### config.mk
export PLATFORM = sky130hd
export DESIGN_NAME = mfi_irq_flags
export DESIGN_NICKNAME = d
export VERILOG_FILES = /design/src/include/mfi_pkg.sv /design/src/include/mfi_bus_if.sv /design/src/logic/mfi_flag_reg.sv /design/src/logic/mfi_irq_flags.sv
export SDC_FILE = /design/constraint.sdc
export NUM_CORES = 1
export LEC_CHECK = 0
export ABC_AREA = 1
export BUFFER_PORTS_ARGS = -buffer_cell sky130_fd_sc_hd__buf_2
export CORE_MARGIN = 5
export CORE_UTILIZATION = 55
export CTS_CLUSTER_SIZE = 20
export DETAILED_ROUTE_END_ITERATION = 7
export PLACE_DENSITY = 0.76
export RECOVER_POWER = 25
export SKIP_CTS_REPAIR_TIMING = 1
export SLEW_MARGIN = 30
export SYNTH_ARGS = -nofsm -noshare
export SYNTH_HDL_FRONTEND = slang
export SYNTH_HIERARCHICAL = 1
export SYNTH_SLANG_ARGS = --single-unit
### constraint.sdc
create_clock -name sys_clk_i -period 3 [get_ports sys_clk_i]
set_input_delay 0.6 -clock sys_clk_i [delete_from_list [all_inputs] [get_ports sys_clk_i]]
set_output_delay 0.6 -clock sys_clk_i [all_outputs]
set_load 0.01 [all_outputs]
### src/include/mfi_pkg.sv
// Summary of operation
// - register zero: timer2/timer0 flags 7..4, enables 3..0
// - small variant: timer1 P flag in bit 4
// - small variant: timer1 P enable in bit 0
// - timer1 A flag in bit 5, all variants
// - timer1 A enable in bit 1
// - large variants: timer1 B flag bit 6, enable bit 2
// - unimplemented flag register bits read zero
// - eeprom flag bit 7, enable bit 3
// - low voltage flag bit 6, enable bit 2
// - external peripheral flag in bit 5
// - external peripheral enable in bit 1
// - serial module flag bit 4, enable bit 0
// - events set flags whatever the enable
// - global enable low suppresses the combined request only
// - any flag becoming set wakes the device
`default_nettype none
package mfi_pkg;
  localparam int           REG_W         = 8;
  localparam int           ADDR_W        = 3;
  // register word addresses on the plain register port
  localparam logic [2:0]   ADDR_TMR_ZERO = 3'h0;
  localparam logic [2:0]   ADDR_TMR_ONE  = 3'h1;
  localparam logic [2:0]   ADDR_MISC     = 3'h2;
  localparam logic [2:0]   ADDR_STATUS   = 3'h3;
  localparam logic [2:0]   ADDR_MASK     = 3'h4;
  // flag nibble sits above its enable nibble
  localparam int           FLAG_LSB      = 4;
  localparam int           EN_LSB        = 0;
  localparam int           NIB_W         = 4;
  // implemented-bit masks
  localparam logic [7:0]   MASK_ZERO     = 8'hff;
  localparam logic [7:0]   MASK_ONE_SML  = 8'h33;
  localparam logic [7:0]   MASK_ONE_LRG  = 8'h77;
  localparam logic [7:0]   MASK_MISC     = 8'hff;
  localparam logic [7:0]   RESET_VAL     = 8'h00;
  // local event status layout
  localparam int           EV_W          = 3;
  localparam int           EV_WAKE       = 0;
  localparam int           EV_REQ        = 1;
  localparam int           EV_SW_SET     = 2;
  localparam logic [2:0]   EV_MASK_RST   = 3'h0;
endpackage : mfi_pkg
`default_nettype wire

### src/include/mfi_bus_if.sv
`default_nettype none
// register port between top and flag register slices
interface mfi_bus_if;
  logic [7:0] wdata;
  logic       wr;
  logic [7:0] rdata;
  modport host  (output wdata, output wr, input rdata);
  modport slice (input wdata, input wr, output rdata);
endinterface : mfi_bus_if
`default_nettype wire

### src/logic/mfi_flag_reg.sv
`default_nettype none
// one flag/enable register: four flags high, four enables low
module mfi_flag_reg
  import mfi_pkg::*;
#(
  parameter logic [7:0] IMPL = 8'hff
) (
  input  wire logic             sys_clk_i,
  input  wire logic             rst_i,
  mfi_bus_if.slice              bus,
  input  wire logic [NIB_W-1:0] event_i,
  output logic                  req_o,
  output logic                  set_o
);
  logic [7:0] val_reg;
  logic [7:0] val_next;
  logic [7:0] ev_bits;
  logic [7:0] wr_val;

  // hardware set wins over a software write of zero
  assign ev_bits  = {event_i, {NIB_W{1'b0}}} & IMPL;
  assign wr_val   = bus.wr ? (bus.wdata & IMPL) : val_reg;
  assign val_next = wr_val | ev_bits;
  assign bus.rdata = val_reg & IMPL;
  // flag and enable pair up bit for bit
  assign req_o = |(val_reg[FLAG_LSB +: NIB_W] & val_reg[EN_LSB +: NIB_W]);
  // rising flag of any source, whether from hardware or software
  assign set_o = |(val_next[FLAG_LSB +: NIB_W] & ~val_reg[FLAG_LSB +: NIB_W]);

  always_ff @(posedge sys_clk_i) begin
    if (rst_i) begin
      val_reg <= RESET_VAL;
    end else begin
      val_reg <= val_next;
    end
  end
endmodule : mfi_flag_reg
`default_nettype wire

### src/logic/mfi_irq_flags.sv
`default_nettype none
// multi-function interrupt flag and enable registers
module mfi_irq_flags
  import mfi_pkg::*;
#(
  parameter bit LARGE = 1'b1
) (
  input  wire logic              sys_clk_i,
  input  wire logic              rst_i,
  input  wire logic [ADDR_W-1:0] addr_i,
  input  wire logic [REG_W-1:0]  wdata_i,
  input  wire logic              wr_i,
  input  wire logic              rd_i,
  output logic [REG_W-1:0]       rdata_o,
  input  wire logic              global_irq_enable_i,
  input  wire logic              tmr0_cmpp_i,
  input  wire logic              tmr0_cmpa_i,
  input  wire logic              tmr1_cmpp_i,
  input  wire logic              tmr1_cmpa_i,
  input  wire logic              tmr1_cmpb_i,
  input  wire logic              tmr2_cmpp_i,
  input  wire logic              tmr2_cmpa_i,
  input  wire logic              eeprom_evt_i,
  input  wire logic              low_volt_evt_i,
  input  wire logic              ext_periph_evt_i,
  input  wire logic              serial_evt_i,
  output logic                   req_zero_o,
  output logic                   req_one_o,
  output logic                   req_misc_o,
  output logic                   mfi_irq_o,
  output logic                   wake_o,
  output logic                   irq_o
);
  import mfi_pkg::*;

  localparam logic [7:0] IMPL_ONE = LARGE ? MASK_ONE_LRG : MASK_ONE_SML;

  mfi_bus_if bus_zero ();
  mfi_bus_if bus_one ();
  mfi_bus_if bus_misc ();

  logic [REG_W-1:0] rdata_reg;
  logic [REG_W-1:0] rdata_next;
  logic [EV_W-1:0]  status_reg;
  logic [EV_W-1:0]  status_next;
  logic [EV_W-1:0]  mask_reg;
  logic [EV_W-1:0]  ev_now;
  logic             req_zero;
  logic             req_one;
  logic             req_misc;
  logic             set_zero;
  logic             set_one;
  logic             set_misc;
  logic             any_req;
  logic             sw_flag_set;
  logic             wr_status;
  logic             wr_mask;

  // write decode for each register
  assign bus_zero.wr    = wr_i && (addr_i == ADDR_TMR_ZERO);
  assign bus_one.wr     = wr_i && (addr_i == ADDR_TMR_ONE);
  assign bus_misc.wr    = wr_i && (addr_i == ADDR_MISC);
  assign bus_zero.wdata = wdata_i;
  assign bus_one.wdata  = wdata_i;
  assign bus_misc.wdata = wdata_i;
  assign wr_status      = wr_i && (addr_i == ADDR_STATUS);
  assign wr_mask        = wr_i && (addr_i == ADDR_MASK);

  // register zero: timer2 A, timer2 P, timer0 A, timer0 P
  mfi_flag_reg #(.IMPL(MASK_ZERO)) u_zero (
    .sys_clk_i (sys_clk_i),
    .rst_i     (rst_i),
    .bus       (bus_zero),
    .event_i   ({tmr2_cmpa_i, tmr2_cmpp_i, tmr0_cmpa_i, tmr0_cmpp_i}),
    .req_o     (req_zero),
    .set_o     (set_zero)
  );

  // register one: timer1 B only exists in the larger variants
  mfi_flag_reg #(.IMPL(IMPL_ONE)) u_one (
    .sys_clk_i (sys_clk_i),
    .rst_i     (rst_i),
    .bus       (bus_one),
    .event_i   ({1'b0, tmr1_cmpb_i, tmr1_cmpa_i, tmr1_cmpp_i}),
    .req_o     (req_one),
    .set_o     (set_one)
  );

  // register two: eeprom, low voltage, external peripheral, serial
  mfi_flag_reg #(.IMPL(MASK_MISC)) u_misc (
    .sys_clk_i (sys_clk_i),
    .rst_i     (rst_i),
    .bus       (bus_misc),
    .event_i   ({eeprom_evt_i, low_volt_evt_i, ext_periph_evt_i, serial_evt_i}),
    .req_o     (req_misc),
    .set_o     (set_misc)
  );

  // requests and wake-up
  assign req_zero_o  = req_zero;
  assign req_one_o   = req_one;
  assign req_misc_o  = req_misc;
  assign any_req     = req_zero | req_one | req_misc;
  assign mfi_irq_o   = global_irq_enable_i & any_req;
  // wake follows a rising flag, not the enables, so flags set before sleep never wake
  assign wake_o      = set_zero | set_one | set_misc;
  assign sw_flag_set = wake_o & wr_i;

  // local event status: set wins over write-one-to-clear
  assign ev_now      = {sw_flag_set, mfi_irq_o, wake_o};
  assign status_next = (wr_status ? (status_reg & ~wdata_i[EV_W-1:0]) : status_reg) | ev_now;
  assign irq_o       = |(status_reg & mask_reg);

  // read mux; unmapped addresses read zero
  always_comb begin
    rdata_next = 8'h00;
    case (addr_i)
      ADDR_TMR_ZERO: rdata_next = bus_zero.rdata;
      ADDR_TMR_ONE:  rdata_next = bus_one.rdata;
      ADDR_MISC:     rdata_next = bus_misc.rdata;
      ADDR_STATUS:   rdata_next = {5'h00, status_reg};
      ADDR_MASK:     rdata_next = {5'h00, mask_reg};
      default:       rdata_next = 8'h00;
    endcase
  end

  // read data valid only in the cycle after the strobe
  always_ff @(posedge sys_clk_i) begin
    if (rst_i) begin
      rdata_reg <= 8'h00;
    end else begin
      rdata_reg <= rd_i ? rdata_next : 8'h00;
    end
  end
  assign rdata_o = rdata_reg;

  // status and mask registers
  always_ff @(posedge sys_clk_i) begin
    if (rst_i) begin
      status_reg <= EV_MASK_RST;
      mask_reg   <= EV_MASK_RST;
    end else begin
      status_reg <= status_next;
      if (wr_mask) begin
        mask_reg <= wdata_i[EV_W-1:0];
      end
    end
  end
endmodule : mfi_irq_flags
`default_nettype wire

# Yosys cells after proc, flatten, opt, wreduce, memory -nomap -nowiden
# Index checks and enable logic that the tools add are counted.
# totals
ff_bits,38
output_inout_bits,14
elab_cells,52
# classes
eq_ne,4
muxes,5
bitwise_logic,23
reduce_logical,14
# ops
op,n
$pmux 8 s5,1
$and 4x4->4,6
$mux 8,3
$reduce_or 4->1,6
$or 8x8->8,2
$not 4->4,3
$or 8x7->8,1
$and 3x3->3,2
$eq 3x2->1 const B,2
$logic_and 1x1->1,5
$or 1x1->1,4
$eq 3x1->1 const B,1
$eq 3x3->1 const B,1
$logic_not 3->1,1
$mux 3,1
$not 3->3,1
$or 3x3->3,1
$reduce_or 3->1,1
$and 1x1->1,2
$reduce_or 2->1,1
$not 1->1,1

# Longest topological paths before layout
# Gate-level depths: netlist of the first run.
# logic_depth
depth_word,10
ltp_mapped,15
mapped_depth_nobuf,13

# Hierarchy
# Netlist of the first run, hierarchy kept.
# modules_own_cells
module,instances,cells_per_inst,area_per_inst_um2
mfi_irq_flags,1,127,797.0
mfi_flag_reg at u_misc ...,2,61,396.6
mfi_flag_reg at u_one,1,53,349.1

# Worst setup path before layout of the first run
# Ideal clock, no wire load.
# synth_path
kind,input to output
start,input port addr_i[1]
end,output port wake_o
t_arrival_ps,1678
slack_ps,722
cell_stages,12
path_buffers,2
cell_sequence,buf_4 > inv_4 > nor4_1 > buf_6 > nand2_2 > nand2_2 > nand2_1 > nand2_1 > inv_1 > nand2_1 > inv_1 > nand2_1
# synth_between
elab_cells_between_ends,20
classes_between,eq/ne (2); mux (3); bitwise (8); reduce/logical (7)
# synth_lines
element,line_no,rtl
from (decl),mfi_irq_flags.sv:10,"input wire logic [ADDR_W-1:0] addr_i,"
$eq 3x2->1,mfi_irq_flags.sv:62,assign bus_misc.wr = wr_i && (addr_i == ADDR_MISC);
$logic_and 1x1->1,mfi_irq_flags.sv:62,
net bus_misc.wr,mfi_bus_if.sv:5,logic wr;
$mux 8,mfi_flag_reg.sv:22,assign wr_val = bus.wr ? (bus.wdata & IMPL) : val_reg;
$or 8x8->8,mfi_flag_reg.sv:23,assign val_next = wr_val | ev_bits;
$and 4x4->4,mfi_flag_reg.sv:28,assign set_o = |(val_next[FLAG_LSB +: NIB_W] & ~val_reg[FLAG_LSB +: NIB_W]);
$reduce_or 4->1,mfi_flag_reg.sv:28,
net set_misc,mfi_irq_flags.sv:53,logic set_misc;
$or 1x1->1,mfi_irq_flags.sv:106,assign wake_o = set_zero | set_one | set_misc;
to (decl),mfi_irq_flags.sv:31,"output logic wake_o,"
# The timed path passes the listed nets, and every way through them passes these cells.

# Worst setup path in the final report of the first run
# layout_path
start,input port addr_i[2]
end,output port wake_o
# layout_between
elab_chain_len,8
elab_cells_between_ends,20
classes_between,eq/ne (2); mux (3); bitwise (8); reduce/logical (7)
# layout_rtl
element,line_no,rtl
$eq 3x1->1,mfi_irq_flags.sv:61,assign bus_one.wr = wr_i && (addr_i == ADDR_TMR_ONE);
$logic_and 1x1->1,mfi_irq_flags.sv:61,
net bus_one.wr,mfi_bus_if.sv:5,
$mux 8,mfi_flag_reg.sv:22,
$or 8x7->8,mfi_flag_reg.sv:23,
$and 4x4->4,mfi_flag_reg.sv:28,
$reduce_or 4->1,mfi_flag_reg.sv:28,
net set_one,mfi_irq_flags.sv:52,logic set_one;
$or 1x1->1 (2 in series),mfi_irq_flags.sv:106,
# The timed path passes the listed nets, and every way through them passes these cells.

==> impl_metrics.toml, run 1 <==
[outcome]
status = "completed"

[timing]
finalClockSkew_ns = 0.0132
maxSlewViolCount = 0
setup_ws_ns = 0.375
fin_crit_ns = 2.63
finalSetupTns_ns = 0
final-hold-violation-count = 0
max_clock_freq_mhz = 381
worst_hold_slack_ns = 0.486
worst_slew_pin_slew_ns = 0.513
finalCritPeriodShare_pct = 87.5
relSlewSlack_pct = 65.7
rsz0062_at_grt = "false"
setup_viol = 0

[worst_setup_path]
r2r_cells = 9
cp_slowest_stage_delay_ns = 0.33
rrSetupSlack_ns = 1.85
critPathLaunchType = "primary input"
r2r-end = "status_reg[2]"
cp_cell_sequence = "clkbuf_1, inv_4, nand2_1, nor3_1, buf_4, nand2_1, nand2_1, nand2_1, nand3_2, nor2_1, nand2_1, buf_2"
critical_path.max_fanout = 10
cpMaxStageDelayCell = "clkbuf_1"
cp.required_ns = 2.40
path_delay_family = "buffers and inverters"
worstSetupEndpointType = "primary output"
arrival_ns = 2.03
r2r-start = "u_zero/bus.rdata[6]"
cp.buffers_inverters = 4
path_common_cell = "nand2_1"
critical_path_class = "primary input to primary output"

[pwr]
powerDensity_nw_per_um2 = 422
peakVddDrop_mv = 0.244
p_leak_nw = 1.15
total_power_uw = 910

[die]
num_rows = 21
boundaryPins = 41
fp.dieH_um = 69.3
core_um2 = 3360
floorplan.initialDensity_pct = 57.6
dieArea_um2 = 4810
fp.dieW_um = 69.3

[global_routing]
antenna_found_initial = 0
grt_max_degree = 25
grt_pass1_vias = 1677
track_usage_pct = 19.2
grt-ovfl-total = 0
grt_pass1_wl_um = 7540

[detailed_routing]
first_iter_violations = 129
routed_wl_um = 4500
drc = 0
first_pass_iters = 4
routedWlPerCell_um = 11.7
via_per_inst = 4.93
postRouteAntennaNets = 0
dr_total_vias = 1898

[placement]
preCtsSetupSlack_ns = 0.414
dpl_cell_area_um2 = 2120
dp_hpwl_um = 3510
dp.cells = 377
gp_congestion = 0.858
io_buffers = 40

[hold_path]
hold_end = "u_misc/bus.rdata[3]"
hold_depth = 2
min_from = "u_misc/bus.rdata[3]"
min_path_type = "flop to flop"

[clocking]
clk_pin_slew_ns = 0.11
cts_made_buffers = 5
root_buffer = "clkbuf_4"
cts_tree = "built"
clk_path_buf_depth = 2
htree_num_levels = 2
insertion_delay_ns = 0.35
cts_sinks = 36

[yosys]
syn_avg_cell_area_um2 = 6.43
synth_area_um2 = 1940
yosysWarnings = 6
synthCells = 301

[finish]
drive_gt1_share_pct = 22.7
fillers = 363
area_growth_pct = 11.2
antenna_cells = 0
register_area_um2 = 721
final_nets = 365
multi_input_area_um2 = 918
finalNonFillerCells = 385
utilization_pct = 64.0
stdcell_area_um2 = 2150

[job]
maxCapViolCount = 0
cells in the final DEF, fill, tap and decap left out:
cell type and n:
a21oi_1 22, buf_2 39, buf_4 3, clkbuf_1 1
clkbuf_4 5, clkinv_2 3, clkinv_4 1, conb_1 2
dfxtp_1 36, inv_1 39, inv_2 4, inv_4 2
nand2_1 104, nand2_2 15, nand3_1 17, nand3_2 2
nand4_1 7, nor2_1 27, nor3_1 2, nor3_2 1
nor4_2 1, o21ai_0 3, o21ai_1 2, o21ai_2 1
how the worst max path moves through the flow:
| stage | start | endpoint | slack (ns) | depth (start not counted) |
|---|---|---|---|---|
| 6_report | addr_i[2] | wake_o | 0.37 | 12 |
| 5_1_grt | addr_i[2] | wake_o | 0.22 | 12 |
| 4_1_cts | addr_i[1] | wake_o | 0.40 | 13 |
| 3_5_place_dp | addr_i[1] | wake_o | 0.41 | 13 |
| 3_3_place_gp | addr_i[1] | wake_o | 0.43 | 13 |
| 2_1_floorplan | addr_i[1] | wake_o | 0.72 | 12 |
cell type report:
cell class	instances	area share, %
clock buffer	5	1.74
clock inverter	3	0.872
inverter	46	8.31
multi-input combinational	206	42.6
sequential	36	33.5
tap	46	2.67
timing repair buffer	43	10.3
power by group:
group	switching [mW]	internal, mW	total [mW]
combinational	0.0836	0.0485	0.132
clock	0.170	0.0900	0.260
sequential	0.0184	0.499	0.518
per-layer routing:
| metal | GRT usage, % | part of all wire (%) | vias up |
|---|---|---|---|
| met2 | 31.0 | 47 | 56 |
| met1 | 24.2 | 44 | 848 |
| met4 | 7.16 | 1.9 | 0 |
| li1 | - | - | 986 |
| met5 | 0 | 0 | - |
| met3 | 5.36 | 6.8 | 8 |
tightest hold or removal path: stages, from the launching register on:
cell and delay [ns]:
dfxtp_1 0.34, nand2_1 0.06, a21oi_1 0.05
Note: power is estimated with default switching activity, not from simulation.
==> inputs of run 2 (changes only) <==
REMOVE_ABC_BUFFERS = 1   (was unset)
==> run 2 against run 1 <==
  * Clock power barely moved
  * Flip-flop and latch count unchanged
  * Total power rose by 0.61%
  * Combinational power hardly changed
  * Setup slack lost 0.039 ns
  * First-iteration DRC count is 22% higher
  * Via count grew 0.74%
  * Wire length increased by 2.6%
  * Global-route usage rose by 0.75 points
==> impl_metrics.toml, run 2 (synthesis results as in run 1) <==
[outcome]
status = "completed"

[pwr]
powerDensity_nw_per_um2 = 425
p_leak_nw = 1.15
total_power_uw = 915
peakVddDrop_mv = 0.282

[timing]
fin_crit_ns = 2.66
worst_slew_pin_slew_ns = 0.560
relSlewSlack_pct = 62.4
final-hold-violation-count = 0
finalSetupTns_ns = 0
finalClockSkew_ns = 0.00719
max_clock_freq_mhz = 375
finalCritPeriodShare_pct = 88.8
worst_hold_slack_ns = 0.492
rsz0062_at_grt = "false"
setup_viol = 0
maxSlewViolCount = 0

[detailed_routing]
routed_wl_um = 4620
drc = 0
via_per_inst = 4.97
first_pass_iters = 4
dr_total_vias = 1912
routedWlPerCell_um = 12.0
postRouteAntennaNets = 0
first_iter_violations = 158

[placement]
gp_congestion = 0.892
dp_hpwl_um = 3520
io_buffers = 40

[clocking]
insertion_delay_ns = 0.35
clk_path_buf_depth = 2
clk_pin_slew_ns = 0.11
htree_num_levels = 2
cts_made_buffers = 5
cts_sinks = 36
root_buffer = "clkbuf_4"
cts_tree = "built"

[hold_path]
hold_depth = 2
hold_end = "status_reg[1]"
min_from = "status_reg[1]"
min_path_type = "flop to flop"

[finish]
final_cell_mix = "nand2_1, buf_2, inv_1, dfxtp_1, nor2_1"
antenna_cells = 0
area_growth_pct = 11.2
drive_gt1_share_pct = 23.3
utilization_pct = 64.0
final_nets = 365
final_common_cell = "nand2_1"

[job]
maxCapViolCount = 0

[die]
boundaryPins = 41
num_rows = 21
floorplan.initialDensity_pct = 57.6
fp.dieH_um = 69.3
core_um2 = 3360
fp.dieW_um = 69.3
dieArea_um2 = 4810

[global_routing]
grt_max_degree = 25
grt_pass1_vias = 1745
track_usage_pct = 20.0
antenna_found_initial = 0
grt_pass1_wl_um = 7870
grt-ovfl-total = 0

[worst_setup_path]
arrival_ns = 2.06
cp.required_ns = 2.40
worstSetupEndpointType = "primary output"
critPathLaunchType = "primary input"
critical_path_class = "primary input to primary output"
r2r-end = "status_reg[0]"
r2r-start = "u_zero/bus.rdata[6]"
r2r_cells = 9
rrSetupSlack_ns = 1.87
critical_path.max_fanout = 10
run 2: through the flow:
| step | area, um^2 | cells | setup slack [ns] |
|---|---|---|---|
| after floorplan | 1830 | 288 | 0.228 |
| after global placement | 2120 | 377 | 0.438 |
| after detailed placement | 2120 | 377 | 0.445 |
| after CTS | 2180 | 385 | 0.436 |
| after global routing | 2150 | 385 | 0.153 |
| final | 2150 | 385 | 0.336 |
run 2: worst max path at each step:
stage                    from     end  slack [ns]  cells past startpoint
global placement    addr_i[1]  wake_o        0.44                     13
detailed placement  addr_i[1]  wake_o        0.45                     13
CTS                 addr_i[1]  wake_o        0.44                     13
global route        addr_i[2]  wake_o        0.15                     12
finish              addr_i[2]  wake_o        0.34                     12
floorplan           addr_i[0]  wake_o        0.23                      9
run 2: power by group:
part           leakage, nW  internal [mW]  total [mW]  switching (mW)
Clock               0.0349         0.0899       0.263           0.173
Sequential           0.295          0.499       0.519          0.0199
Combinational        0.816         0.0486       0.133          0.0840
Total                 1.15          0.638       0.915           0.277
run 2: critical path, cell delays in order:
cell,delay (ns)
clkbuf_1,0.21
inv_4,0.17
nand2_1,0.08
nor3_1,0.24
buf_4,0.21
nand2_1,0.05
nand2_1,0.07
nand2_1,0.07
nand3_2,0.07
nor2_1,0.04
nand2_1,0.10
buf_2,0.14
run 2: metal layers:
layer	GRT usage (%)	part of all wire [%]	vias to the layer above	wire length, um
met1	26.5	46	843	2120
met5	0	0	-	0
li1	-	-	991	-
met3	5.07	7.3	14	335
met4	9.33	2.6	0	118
met2	30.1	44	64	2040
run 2: layout make-up:
| type | instances | area, um^2 |
|---|---|---|
| Fill cell | 364 | 1210 |
| Multi-Input combinational cell | 206 | 918 |
| Sequential cell | 36 | 721 |
| Timing Repair Buffer | 43 | 221 |
| Inverter | 46 | 179 |
| Tap cell | 46 | 57.6 |
| Clock buffer | 5 | 37.5 |
| Clock inverter | 3 | 18.8 |
==> inputs of run 3 (changes only) <==
ABC_AREA = unset   (was 1)
HOLD_SLACK_MARGIN = 0.02   (was unset)
PLACE_DENSITY = 0.77   (was 0.76)
==> run 3 against run 2 <==
  * Flip-flop and latch count unchanged
  * Total power shrank 2.9%
  * Area after synthesis decreased by 3.2%
  * Fmax fell by 5.4%
  * Cell count fell by 26%
  * Core utilization decreased by 0.16 points
  * Via count is 21% lower
  * Clock skew shrank 0.0030 ns
  * Count of clock-buffer cells in the layout increased by 1
  * Largest power group unchanged
  * Cell area shrank 1.8%
  * Non-clock buffer count increased by 6
==> impl_metrics.toml, run 3 <==
[finish]
drive_gt1_share_pct = 28.7
final_nets = 264
antenna_cells = 0
utilization_pct = 63.9
final_common_cell = "buf_2"
final_cell_mix = "buf_2, dfxtp_1, a21oi_1, mux2i_1, nor2_1"
finalNonFillerCells = 283
area_growth_pct = 12.9

[outcome]
status = "completed"

[global_routing]
antenna_found_initial = 0
grt_util_met2_pct = 30.2
grt_util_met1_pct = 29.0
grt-ovfl-total = 0
grt_pass1_vias = 1460
track_usage_pct = 21.0
grt_pass1_wl_um = 7000
grt_max_degree = 31
grt.busiest_layer = "met2"
grtUsageMet3_pct = 4.60

[pwr]
power.switching_uw = 244
pwr-share-clk_pct = 26.8
powerDensity_nw_per_um2 = 420
p_comb_share_pct = 15.1
p_leak_nw = 0.884
swShare_pct = 27.5
p_int_uw = 644
p_seq_share_pct = 58.1
peakVddDrop_mv = 0.224

[die]
core_um2 = 3310
dieArea_um2 = 4670
boundaryPins = 41
fp.dieH_um = 68.4
fp.dieW_um = 68.4
num_rows = 21
floorplan.initialDensity_pct = 56.6

[job]
maxCapViolCount = 0

[clocking]
insertion_delay_ns = 0.34
root_buffer = "clkbuf_4"
cts_tree = "built"
htree_num_levels = 2
cts_made_buffers = 5
clk_path_buf_depth = 2
clk_pin_slew_ns = 0.10
cts_sinks = 36

[placement]
dp.cells = 276
gp_congestion = 0.871
io_buffers = 40
dp_hpwl_um = 3210
preCtsSetupSlack_ns = 0.146

[detailed_routing]
routed_wl_um = 4310
first_iter_violations = 120
routedWlPerCell_um = 15.2
dr_total_vias = 1517
first_pass_iters = 6
drc = 0
postRouteAntennaNets = 0
via_per_inst = 5.36

[worst_setup_path]
critical_path_class = "primary input to primary output"
arrival_ns = 2.21
critPathLaunchType = "primary input"
cp.required_ns = 2.40
worstSetupEndpointType = "primary output"
critical_path.max_fanout = 8

[timing]
finalSetupTns_ns = 0
maxSlewViolCount = 0
worst_slew_pin_slew_ns = 1.34
setup_ws_ns = 0.186
rsz0062_at_grt = "false"
relSlewSlack_pct = 10.8
final-hold-violation-count = 0
setup_viol = 0
finalClockSkew_ns = 0.00421
finalCritPeriodShare_pct = 93.8
max_clock_freq_mhz = 355
fin_crit_ns = 2.81
worst_hold_slack_ns = 0.495

[yosys]
yosysWarnings = 6
synthCells = 198
syn_avg_cell_area_um2 = 9.46
synth_area_um2 = 1870

[hold_path]
min_path_type = "flop to flop"
-- run 3: cell count changes in the layout (fill, tap and decap cells not counted), sizes merged, moves of 4 or more --
cell and change:
nand2b +12, a22oi +4, o31a +4, nor2 -9, nand3b +6, a21oi +10, inv -40, mux2i +22
o22ai +4, nand3 -19, or2 +7, buf +6, nand4 -7, nand2 -111
-- run 3: final timing paths --
| kind | to | cells past startpoint | slack, ns | startpoint |
|---|---|---|---|---|
| setup reg to reg | status_reg[1] | 5 | 1.46 | u_one/val_reg[5] |
| hold / removal | rdata_o[3] | 2 | 0.50 | u_misc/bus.rdata[3] |
| setup / recovery | wake_o | 9 | 0.19 | addr_i[0] |
| hold reg to reg | rdata_o[3] | 2 | 0.50 | u_misc/bus.rdata[3] |
-- run 3: final cells by class --
cell class | instances | area [um^2]
clock buffer | 6 | 41.3
clock inverter | 1 | 5.00
fill | 301 | 1200
inverter | 5 | 18.8
multi-input combinational | 140 | 1000
sequential | 36 | 721
tap | 46 | 57.6
timing repair buffer | 49 | 267
-- run 3: metal layers --
layer	wire, um	share of wire [%]
met1	2080	48
met3	274	6.4
met4	96	2.2
met2	1860	43
met5	0	0
-- run 3: power by group through the flow --
stage	logic, mW	clock network [mW]	registers, mW
2_1_floorplan	0.0652	0	0.521
3_3_place_gp	0.129	0	0.528
3_5_place_dp	0.131	0	0.527
4_1_cts	0.132	0.248	0.516
5_1_grt	0.148	0.261	0.519
6_report	0.134	0.238	0.517
-- run 3: worst max-delay path, stage by stage --
cell	delay, ns
buf_2	0.10
and2b_1	0.18
and3b_1	0.30
a21oi_1	0.25
o22ai_1	0.12
or2_1	0.25
nor3_2	0.19
inv_1	0.08
buf_2	0.14
-- run 3: through the flow --
step | power [mW] | cell area, um^2
finish | 0.888 | 2110
global route | 0.927 | 2110
CTS | 0.896 | 2110
detailed placement | 0.658 | 2060
global placement | 0.657 | 2060
floorplan | 0.586 | 1730
